## src/core/fsp_consts.svh

```systemverilog
// Constants of the flash self-programming controller
// Assumes inclusion by bare name from core/
`ifndef FSP_CONSTS_SVH
`define FSP_CONSTS_SVH

// Register indices on the plain register port
`define FSP_OFS_CTRL 2'h0
`define FSP_OFS_EXT 2'h1
`define FSP_OFS_PHI 2'h2
`define FSP_OFS_PLO 2'h3

// Control register bit positions
`define FSP_BIT_ENABLE 0
`define FSP_BIT_ERASE 1
`define FSP_BIT_WRITE 2
`define FSP_BIT_LOCK 3
`define FSP_BIT_REEN 4
`define FSP_BIT_RSVD 5
`define FSP_BIT_BUSY 6
`define FSP_BIT_IRQEN 7

// Valid command codes in the low five bits
`define FSP_CMD_REEN 5'h11
`define FSP_CMD_LOCK 5'h09
`define FSP_CMD_WRITE 5'h05
`define FSP_CMD_ERASE 5'h03
`define FSP_CMD_LOAD 5'h01

// Reset values
`define FSP_RST_CTRL 8'h00
`define FSP_RST_BYTE 8'h00
`define FSP_ERASED_WORD 16'hFFFF

// Arming windows in clock cycles
`define FSP_SPM_WINDOW 3'h4
`define FSP_LPM_WINDOW 3'h3

// Pointer select codes for fuse and lock reads
`define FSP_SEL_FUSE_LO 2'h0
`define FSP_SEL_LOCK 2'h1
`define FSP_SEL_FUSE_EXT 2'h2
`define FSP_SEL_FUSE_HI 2'h3

`endif

```

## src/core/fsp_pkg.sv

```systemverilog
// Types of the flash self-programming controller
// Assumes the constants header beside it
package fsp_pkg;

  typedef enum logic [1:0] {
    FSP_OP_NONE,
    FSP_OP_ERASE,
    FSP_OP_WRITE,
    FSP_OP_LOCK
  } fsp_op_e;

  typedef enum logic [1:0] {
    FSP_ST_IDLE,
    FSP_ST_ARMED,
    FSP_ST_BUSY
  } fsp_state_e;

  // Command handed to the flash array
  typedef struct packed {
    fsp_op_e op;
    logic [15:0] page;
    logic [7:0] lock_data;
  } fsp_cmd_s;

endpackage

```

## src/core/fsp_ctrl.sv

```systemverilog
// Flash self-programming controller: control register, pointer, page buffer
// Assumes a core that strobes store/load program instructions and a flash array
// that acknowledges each started operation with a done pulse.
// Pages below RWW_PAGES form the read-while-write section.
//
// What this block does
// Control bit 5 is reserved and always reads zero.
// Erase or write to read-while-write section sets busy flag and blocks reads.
// Re-enable code plus store instruction within four cycles re-enables that section.
// Re-enable is refused while an erase or write is in progress.
// Writing the re-enable bit during buffer loading discards buffered data.
// Lock code plus store within four cycles programs lock bits from low operand.
// Load within three cycles of lock arming returns lock or fuse bits.
// Write code plus store within four cycles programs buffer into pointer page.
// Erase code plus store within four cycles erases pointer page.
// Erase and write bits self-clear on completion or arming timeout.
// Stall core for other-section operations; read-while-write ops keep other readable.
// Enable alone makes store load operand word into buffer at pointer word.
// Enable waits four cycles for a store; stays set during erase or write.
// Writes with any other low five bit code arm nothing; with bit 4 set they still discard the buffer.
// Pointer is low byte, high byte and extension bit at position 16.
// Page address is latched at operation start.
// Load reads flash bytewise, pointer bit 0 picks the byte.
// Buffer erased after page write, on re-enable write and on reset.
// Software loads each buffer word at most once between erasures.
// An EEPROM write during partial buffer load discards buffered data.
// Ready interrupt asserted while enabled and the enable bit is clear.
// Software erases a page before writing it, with the same address.
// Busy flag clears when a buffer load starts.
// Ready interrupt needs both its enable bit and the global interrupt bit.
// Arming window is a cycle counter started by a control write.
`timescale 1ns/1ps
`include "fsp_consts.svh"

module fsp_ctrl #(
  parameter int WORD_IDX_W = 7,
  parameter int RWW_PAGES = 448,
  parameter bit HAS_EXT = 1'b1
) (
  input wire logic clk_i,
  input wire logic srst_i,
  // Register port
  input wire logic [1:0] reg_addr_i,
  input wire logic [7:0] reg_wdata_i,
  input wire logic reg_wr_i,
  input wire logic reg_rd_i,
  output logic [7:0] reg_rdata_o,
  // Core side
  input wire logic spm_i,
  input wire logic lpm_i,
  input wire logic [7:0] low_operand_i,
  input wire logic [7:0] high_operand_i,
  input wire logic global_irq_i,
  input wire logic eeprom_write_i,
  output logic [7:0] lpm_data_o,
  output logic lpm_valid_o,
  output logic cpu_stall_o,
  output logic rww_read_block_o,
  output logic ready_irq_o,
  // Fuse and lock inputs
  input wire logic [7:0] lock_bits_i,
  input wire logic [7:0] fuse_low_i,
  input wire logic [7:0] fuse_high_i,
  input wire logic [7:0] fuse_ext_i,
  // Flash array side
  input wire logic [15:0] flash_word_i,
  output logic [15:0] flash_word_addr_o,
  output fsp_pkg::fsp_cmd_s flash_cmd_o,
  output logic flash_start_o,
  input wire logic flash_done_i,
  input wire logic [WORD_IDX_W-1:0] buf_raddr_i,
  output logic [15:0] buf_rdata_o
);

  // Page buffer geometry follows the word index width
  localparam int PAGE_WORDS = 1 << WORD_IDX_W;
  localparam int PAGE_W = 16 - WORD_IDX_W;

  fsp_pkg::fsp_state_e state_reg;
  fsp_pkg::fsp_op_e op_reg;
  logic [4:0] cmd_reg;
  logic irq_en_reg;
  logic busy_flag_reg;
  logic no_read_while_write_section_op_reg;
  logic [2:0] win_reg;
  logic ext_reg;
  logic [7:0] phi_reg;
  logic [7:0] plo_reg;
  logic [15:0] buf_mem [PAGE_WORDS];
  logic [PAGE_WORDS-1:0] buf_valid_reg;
  logic [PAGE_WORDS-1:0] buf_valid_next;
  logic [16:0] ptr;
  // Pointer split into page and word fields
  logic [PAGE_W-1:0] page_idx;
  logic [WORD_IDX_W-1:0] word_idx;
  logic ctrl_wr;
  logic cmd_valid;
  logic spm_take;
  logic lpm_lock_take;
  logic buf_clear;
  logic load_take;
  logic [7:0] ctrl_rd;
  logic [7:0] fuse_sel;

  assign ptr = {ext_reg, phi_reg, plo_reg};
  assign page_idx = ptr[16:WORD_IDX_W+1];
  assign word_idx = ptr[WORD_IDX_W:1];

  // Control register write and command decode
  assign ctrl_wr = reg_wr_i && (reg_addr_i == `FSP_OFS_CTRL);
  always_comb begin
    case (reg_wdata_i[4:0])
      `FSP_CMD_REEN,
      `FSP_CMD_LOCK,
      `FSP_CMD_WRITE,
      `FSP_CMD_ERASE,
      `FSP_CMD_LOAD: cmd_valid = 1'b1;
      default: cmd_valid = 1'b0;
    endcase
  end

  // Store accepted inside the arming window
  assign spm_take = spm_i && (state_reg == fsp_pkg::FSP_ST_ARMED) && (win_reg != 3'h0);
  // Load of lock or fuse bits inside the shorter window
  assign lpm_lock_take = lpm_i && (state_reg == fsp_pkg::FSP_ST_ARMED)
    && (cmd_reg == `FSP_CMD_LOCK) && (win_reg > (`FSP_SPM_WINDOW - `FSP_LPM_WINDOW));
  assign load_take = spm_take && (cmd_reg == `FSP_CMD_LOAD);

  // Buffer discard: re-enable write, EEPROM write, after page write
  assign buf_clear = (ctrl_wr && reg_wdata_i[`FSP_BIT_REEN])
    || eeprom_write_i
    || (flash_done_i && state_reg == fsp_pkg::FSP_ST_BUSY && op_reg == fsp_pkg::FSP_OP_WRITE);

  // Control state machine
  always_ff @(posedge clk_i) begin
    if (srst_i) begin
      state_reg <= fsp_pkg::FSP_ST_IDLE;
      cmd_reg <= 5'h00;
      win_reg <= 3'h0;
      op_reg <= fsp_pkg::FSP_OP_NONE;
    end else begin
      case (state_reg)
        fsp_pkg::FSP_ST_IDLE: begin
          if (ctrl_wr && cmd_valid) begin
            cmd_reg <= reg_wdata_i[4:0];
            win_reg <= `FSP_SPM_WINDOW;
            state_reg <= fsp_pkg::FSP_ST_ARMED;
          end
        end
        fsp_pkg::FSP_ST_ARMED: begin
          if (spm_take) begin
            case (cmd_reg)
              `FSP_CMD_ERASE: begin
                op_reg <= fsp_pkg::FSP_OP_ERASE;
                state_reg <= fsp_pkg::FSP_ST_BUSY;
              end
              `FSP_CMD_WRITE: begin
                op_reg <= fsp_pkg::FSP_OP_WRITE;
                state_reg <= fsp_pkg::FSP_ST_BUSY;
              end
              `FSP_CMD_LOCK: begin
                op_reg <= fsp_pkg::FSP_OP_LOCK;
                state_reg <= fsp_pkg::FSP_ST_BUSY;
              end
              default: begin
                cmd_reg <= 5'h00;
                state_reg <= fsp_pkg::FSP_ST_IDLE;
              end
            endcase
            win_reg <= 3'h0;
          end else if (lpm_lock_take || win_reg <= 3'h1) begin
            cmd_reg <= 5'h00;
            win_reg <= 3'h0;
            state_reg <= fsp_pkg::FSP_ST_IDLE;
          end else begin
            win_reg <= win_reg - 3'h1;
          end
        end
        fsp_pkg::FSP_ST_BUSY: begin
          // Control writes leave the state machine alone until the operation ends
          if (flash_done_i) begin
            cmd_reg <= 5'h00;
            op_reg <= fsp_pkg::FSP_OP_NONE;
            state_reg <= fsp_pkg::FSP_ST_IDLE;
          end
        end
        default: begin
          state_reg <= fsp_pkg::FSP_ST_IDLE;
          cmd_reg <= 5'h00;
        end
      endcase
    end
  end

  // Interrupt enable bit is written on any control write
  always_ff @(posedge clk_i) begin
    if (srst_i) begin
      irq_en_reg <= 1'b0;
    end else if (ctrl_wr) begin
      irq_en_reg <= reg_wdata_i[`FSP_BIT_IRQEN];
    end
  end

  // Section busy flag and core stall
  // Lock operations neither stall nor set busy
  always_ff @(posedge clk_i) begin
    if (srst_i) begin
      busy_flag_reg <= 1'b0;
      no_read_while_write_section_op_reg <= 1'b0;
    end else if (spm_take && (cmd_reg == `FSP_CMD_ERASE || cmd_reg == `FSP_CMD_WRITE)) begin
      if (32'(page_idx) < RWW_PAGES) begin
        busy_flag_reg <= 1'b1;
      end else begin
        no_read_while_write_section_op_reg <= 1'b1;
      end
    end else if (spm_take && (cmd_reg == `FSP_CMD_REEN || cmd_reg == `FSP_CMD_LOAD)) begin
      busy_flag_reg <= 1'b0;
    end else if (flash_done_i && state_reg == fsp_pkg::FSP_ST_BUSY) begin
      no_read_while_write_section_op_reg <= 1'b0;
    end
  end

  // Registered stall and read block outputs
  always_ff @(posedge clk_i) begin
    if (srst_i) begin
      cpu_stall_o <= 1'b0;
      rww_read_block_o <= 1'b0;
    end else begin
      cpu_stall_o <= no_read_while_write_section_op_reg && !(flash_done_i && state_reg == fsp_pkg::FSP_ST_BUSY);
      rww_read_block_o <= busy_flag_reg;
    end
  end

  // Flash command with latched page address
  always_ff @(posedge clk_i) begin
    if (srst_i) begin
      flash_cmd_o <= '0;
      flash_start_o <= 1'b0;
    end else begin
      flash_start_o <= 1'b0;
      if (spm_take && (cmd_reg == `FSP_CMD_ERASE || cmd_reg == `FSP_CMD_WRITE
          || cmd_reg == `FSP_CMD_LOCK)) begin
        flash_start_o <= 1'b1;
        flash_cmd_o.page <= 16'(page_idx);
        // Operand registers only matter for the lock update
        flash_cmd_o.lock_data <= (cmd_reg == `FSP_CMD_LOCK) ? low_operand_i : 8'h00;
        case (cmd_reg)
          `FSP_CMD_ERASE: flash_cmd_o.op <= fsp_pkg::FSP_OP_ERASE;
          `FSP_CMD_WRITE: flash_cmd_o.op <= fsp_pkg::FSP_OP_WRITE;
          default: flash_cmd_o.op <= fsp_pkg::FSP_OP_LOCK;
        endcase
      end else if (flash_done_i && state_reg == fsp_pkg::FSP_ST_BUSY) begin
        flash_cmd_o.op <= fsp_pkg::FSP_OP_NONE;
      end
    end
  end

  // Pointer registers
  // Extension bit kept only when program space needs it
  always_ff @(posedge clk_i) begin
    if (srst_i) begin
      ext_reg <= 1'b0;
      phi_reg <= `FSP_RST_BYTE;
      plo_reg <= `FSP_RST_BYTE;
    end else if (reg_wr_i) begin
      if (reg_addr_i == `FSP_OFS_EXT && HAS_EXT) begin
        ext_reg <= reg_wdata_i[0];
      end
      if (reg_addr_i == `FSP_OFS_PHI) begin
        phi_reg <= reg_wdata_i;
      end
      if (reg_addr_i == `FSP_OFS_PLO) begin
        plo_reg <= reg_wdata_i;
      end
    end
  end

  // Temporary page buffer valid bits
  genvar gi;
  generate
    for (gi = 0; gi < PAGE_WORDS; gi++) begin : g_valid
      always_comb begin
        if (buf_clear) begin
          buf_valid_next[gi] = 1'b0;
        end else if (load_take && word_idx == WORD_IDX_W'(gi)) begin
          buf_valid_next[gi] = 1'b1;
        end else begin
          buf_valid_next[gi] = buf_valid_reg[gi];
        end
      end
    end
  endgenerate

  // Loaded-word map, cleared with the buffer
  always_ff @(posedge clk_i) begin
    if (srst_i) begin
      buf_valid_reg <= '0;
    end else begin
      buf_valid_reg <= buf_valid_next;
    end
  end

  // Word storage needs no reset behind the valid map
  always_ff @(posedge clk_i) begin
    if (load_take && !buf_clear) begin
      buf_mem[word_idx] <= {high_operand_i, low_operand_i};
    end
  end

  // Unloaded words read as erased flash
  always_ff @(posedge clk_i) begin
    if (srst_i) begin
      buf_rdata_o <= `FSP_ERASED_WORD;
    end else begin
      buf_rdata_o <= buf_valid_reg[buf_raddr_i] ? buf_mem[buf_raddr_i] : `FSP_ERASED_WORD;
    end
  end

  // Load program instruction results
  always_comb begin
    case (ptr[1:0])
      `FSP_SEL_FUSE_LO: fuse_sel = fuse_low_i;
      `FSP_SEL_LOCK: fuse_sel = lock_bits_i;
      `FSP_SEL_FUSE_EXT: fuse_sel = fuse_ext_i;
      default: fuse_sel = fuse_high_i;
    endcase
  end

  // Flash word address lags the pointer by one cycle
  always_ff @(posedge clk_i) begin
    if (srst_i) begin
      lpm_data_o <= 8'h00;
      lpm_valid_o <= 1'b0;
      flash_word_addr_o <= 16'h0000;
    end else begin
      lpm_valid_o <= lpm_i;
      flash_word_addr_o <= ptr[16:1];
      if (lpm_lock_take) begin
        lpm_data_o <= fuse_sel;
      end else if (lpm_i) begin
        lpm_data_o <= ptr[0] ? flash_word_i[15:8] : flash_word_i[7:0];
      end
    end
  end

  // Ready interrupt
  always_ff @(posedge clk_i) begin
    if (srst_i) begin
      ready_irq_o <= 1'b0;
    end else begin
      ready_irq_o <= irq_en_reg && global_irq_i && !cmd_reg[`FSP_BIT_ENABLE];
    end
  end

  // Register read, data one cycle after the strobe
  // Reserved control bit tied low
  assign ctrl_rd = {irq_en_reg, busy_flag_reg, 1'b0, cmd_reg};
  always_ff @(posedge clk_i) begin
    if (srst_i) begin
      reg_rdata_o <= 8'h00;
    end else if (reg_rd_i) begin
      case (reg_addr_i)
        `FSP_OFS_CTRL: reg_rdata_o <= ctrl_rd;
        `FSP_OFS_EXT: reg_rdata_o <= {7'h00, ext_reg};
        `FSP_OFS_PHI: reg_rdata_o <= phi_reg;
        default: reg_rdata_o <= plo_reg;
      endcase
    end else begin
      reg_rdata_o <= 8'h00;
    end
  end

endmodule

```

## config.mk

```make
export PLATFORM = sky130hd
export DESIGN_NAME = fsp_ctrl
export DESIGN_NICKNAME = d
export VERILOG_FILES = /design/src/core/fsp_pkg.sv /design/src/core/fsp_ctrl.sv
export VERILOG_INCLUDE_DIRS = /design/src /design/src/core
export SDC_FILE = /design/constraint.sdc
export NUM_CORES = 2
export LEC_CHECK = 0
export BUFFER_PORTS_ARGS = -buffer_cell sky130_fd_sc_hd__buf_2
export CAP_MARGIN = 10
export CORE_MARGIN = 2
export CORE_UTILIZATION = 50
export DETAILED_ROUTE_END_ITERATION = 8
export PLACE_DENSITY = 0.63
export SYNTH_ARGS = -nofsm -noshare
export SYNTH_HDL_FRONTEND = slang
export SYNTH_SLANG_ARGS = --single-unit
```

## constraint.sdc

```tcl
create_clock -name clk_i -period 3.5 [get_ports clk_i]
set_input_delay 0.35 -clock clk_i [delete_from_list [all_inputs] [get_ports clk_i]]
set_output_delay 0.35 -clock clk_i [all_outputs]
set_load 0.02 [all_outputs]
```

==> impl_metrics.py <==
metrics = {
    "run_status": {
        "status": "completed",
    },
    "layout": {
        "area_delta_synth_final_pct": 15.9,
        "nNetsFinal": 5120,
        "largest_reg_flops": 2048,
        "final_common_cell": "edfxtp_1",
        "final_cell_area_sq_mm": 0.103,
        "final_util_pct": 58.4,
        "final_layout_size_suffix_gt1_share_pct": 29.7,
        "instances_no_fill": 7559,
        "final_cell_mix": "edfxtp_1, mux4_2, buf_4",
    },
    "global_route": {
        "grt_pass1_wl_mm": 356,
        "use_met2_pct": 42.9,
        "grt-ovfl-total": 0,
        "grt_util_met3_pct": 5.90,
        "global_route.peak_usage_layer": "met2",
        "grt_max_degree": 130,
        "first_global_vias": 46800,
        "use_met1_pct": 40.3,
        "grt.total_usage_pct": 28.0,
        "antenna_found_initial": 12,
    },
    "pwr": {
        "p_sw_mw": 12.3,
        "p_int_mw": 44.0,
        "switching_share_pct": 21.8,
        "p_seq_share_pct": 52.8,
        "p_per_area_mw_per_mm2": 546,
        "power_frac_comb_pct": 5.7,
        "p_clk_share_pct": 41.4,
        "leakagePower_nw": 33.7,
        "vdd_drop_max_uv": 527,
        "finalPower_mw": 56.2,
    },
    "timing": {
        "setup_viol": 0,
        "tightest_slew_ns": 1.27,
        "fin_crit_ns": 3.38,
        "layout_setup_ws_ns": 0.119,
        "finalCritPeriodShare_pct": 96.6,
        "skew_ns": 0.0342,
        "hold_viol": 0,
        "timing.hold.ws_ns": 0.0430,
        "slew_violations": 0,
        "fmax_mhz": 296,
        "slew_headroom_pct": 15.3,
        "rsz0062_at_grt": "false",
        "totalNegativeSetupSlack_ns": 0,
    },
    "route": {
        "viasPerCell": 6.35,
        "drt_iter0_markers": 6628,
        "routedWlPerCell_microns": 33.3,
        "drtAntennaViolNets": 0,
        "routed_wl_mm": 252,
        "vias": 48000,
        "drc": 0,
        "first_pass_iters": 5,
    },
    "cts": {
        "clock-sinks": 2280,
        "cts_buffers": 218,
        "clock_latency_ns": 0.87,
        "htreeDepth": 4,
        "clockBufferDepth": 3,
        "cts_setup_buffers": 0,
        "clkTransAtPathRegs_ns": 0.06,
        "cts_tree": "done",
        "clock-root-buffer": "clkbuf_16",
    },
    "flow_run": {
        "drv_cap": 0,
    },
    "placement": {
        "dp_cells": 7101,
        "hpwl_mm": 158,
        "dpl_worst_slack_ns": -0.372,
        "post_dp_cell_area_sq_mm": 0.0955,
        "gp_congestion": 0.888,
        "portBuffers": 161,
    },
    "logic_synthesis": {
        "synth_area_per_cell_sq_um": 20.0,
        "syn_area_sq_mm": 0.0889,
        "yosys.cell_types.count": 89,
        "ys.flop_type": "edfxtp_1",
        "ys_seq_elements": 2280,
        "yosys_warnings": 0,
        "ys_seq_area_share_pct": 74.4,
        "ys_async_sr_fraction_pct": 0,
        "synth_edf_count": 2048,
        "syn_inst": 4441,
    },
    "worst_hold_path": {
        "min-delay-path-class": "in2reg",
    },
    "critical_path": {
        "r2r-end": "buf_mem[63][4]",
        "rr_startpoint": "win_reg[0]",
        "path_max_fanout": 16,
        "endpoint": "buf_mem[63][4]",
        "ff2ff_path_depth": 9,
        "crit_path_end_kind": "flip-flop",
        "worst_setup_path_start_kind": "flip-flop",
        "arrival_ns": 3.92,
        "r2r_setup_slack_ns": 0.12,
        "required_ns": 4.04,
        "startpoint": "win_reg[0]",
        "crit_type": "reg2reg",
    },
    "floorplan": {
        "initial_utilization_pct": 50.4,
        "num_rows": 154,
        "die-area_sq_mm": 0.181,
        "core_sq_mm": 0.176,
        "die_x_microns": 426,
        "ios": 169,
        "die_h_microns": 426,
    },
}
[cells in the mapped netlist (40+ instances only)]
cell | n | area, sq um
edfxtp_1 | 2048 | 61500
a21oi_1 | 183 | 916
a221oi_1 | 41 | 359
nand3_1 | 41 | 205
dfxtp_1 | 232 | 4640
mux4_2 | 500 | 11300
clkbuf_1 | 83 | 312
mux2i_1 | 175 | 1750
buf_2 | 78 | 390
a22oi_1 | 69 | 518
mux4_1 | 47 | 1230
nor2_1 | 360 | 1350
nand2_1 | 96 | 360
nor2b_1 | 40 | 250
[kinds of logic after synthesis]
logic type | share of synthesized area [%]
flip-flops | 74.4
buffers and inverters | 2.27
AO/OA/AOI/OAI | 3.38
AND/OR/NAND/NOR | 3.42
adder cells (fa/ha/maj) | 0.0958
other | 0.00422
multiplexers | 16.4
XOR/XNOR | 0.00986
[final cells by class]
cell class | count | area (sq um)
tap | 2340 | 2930
timing repair buffer | 626 | 5860
fill | 12900 | 73300
sequential | 2280 | 66100
inverter | 13 | 53.8
clock inverter | 121 | 1100
antenna | 8 | 20.0
clock buffer | 286 | 5950
multi-input combinational | 1885 | 21000
[per-layer routing]
metal,up-vias,wire (microns),part of all wire (%)
li1,19400,-,-
met1,25500,98800,39
met2,2614,118000,47
met3,426,25700,10
met4,14,9550,3.8
met5,-,89,0.035
[how the worst min path moves through the flow]
stage / startpoint / endpoint / slack [ns] / cells past startpoint
2_1_floorplan: buf_valid_reg[101] / buf_valid_reg[101] / 0.43 / 2
3_3_place_gp: buf_valid_reg[109] / buf_valid_reg[109] / 0.44 / 2
5_1_grt: high_operand_i[4] / buf_mem[67][12] / 0.04 / 1
3_5_place_dp: buf_valid_reg[100] / buf_valid_reg[100] / 0.45 / 2
6_report: high_operand_i[4] / buf_mem[66][12] / 0.04 / 1
4_1_cts: spm_i / win_reg[2] / 0.009 / 6
[worst max-delay path, stage by stage (launching register included)]
cell     delay [ns]
dfxtp_1        0.40
inv_1          0.08
ha_1           0.19
nor2b_1        0.17
or4_1          0.64
nor3_2         0.40
and3_1         0.27
nand2_2        0.38
nor2_2         0.29
buf_12         0.21
[power by group through the flow]
stage | Sequential (mW) | Combinational (mW) | Clock, mW
after CTS | 29.7 | 3.22 | 23.6
after global placement | 30.3 | 3.14 | 0
final | 29.7 | 3.23 | 23.3
after detailed placement | 30.3 | 3.17 | 0
after global routing | 29.7 | 3.35 | 24.7
after floorplan | 30.3 | 1.58 | 0
[what timing repair did]
item | in CTS | in global routing
hold buffers | 43 | 0
gates resized for setup | 0 | 0
endpoints found under the hold margin | 60 | 0
No activity file was read; power rests on OpenSTA's default activity.
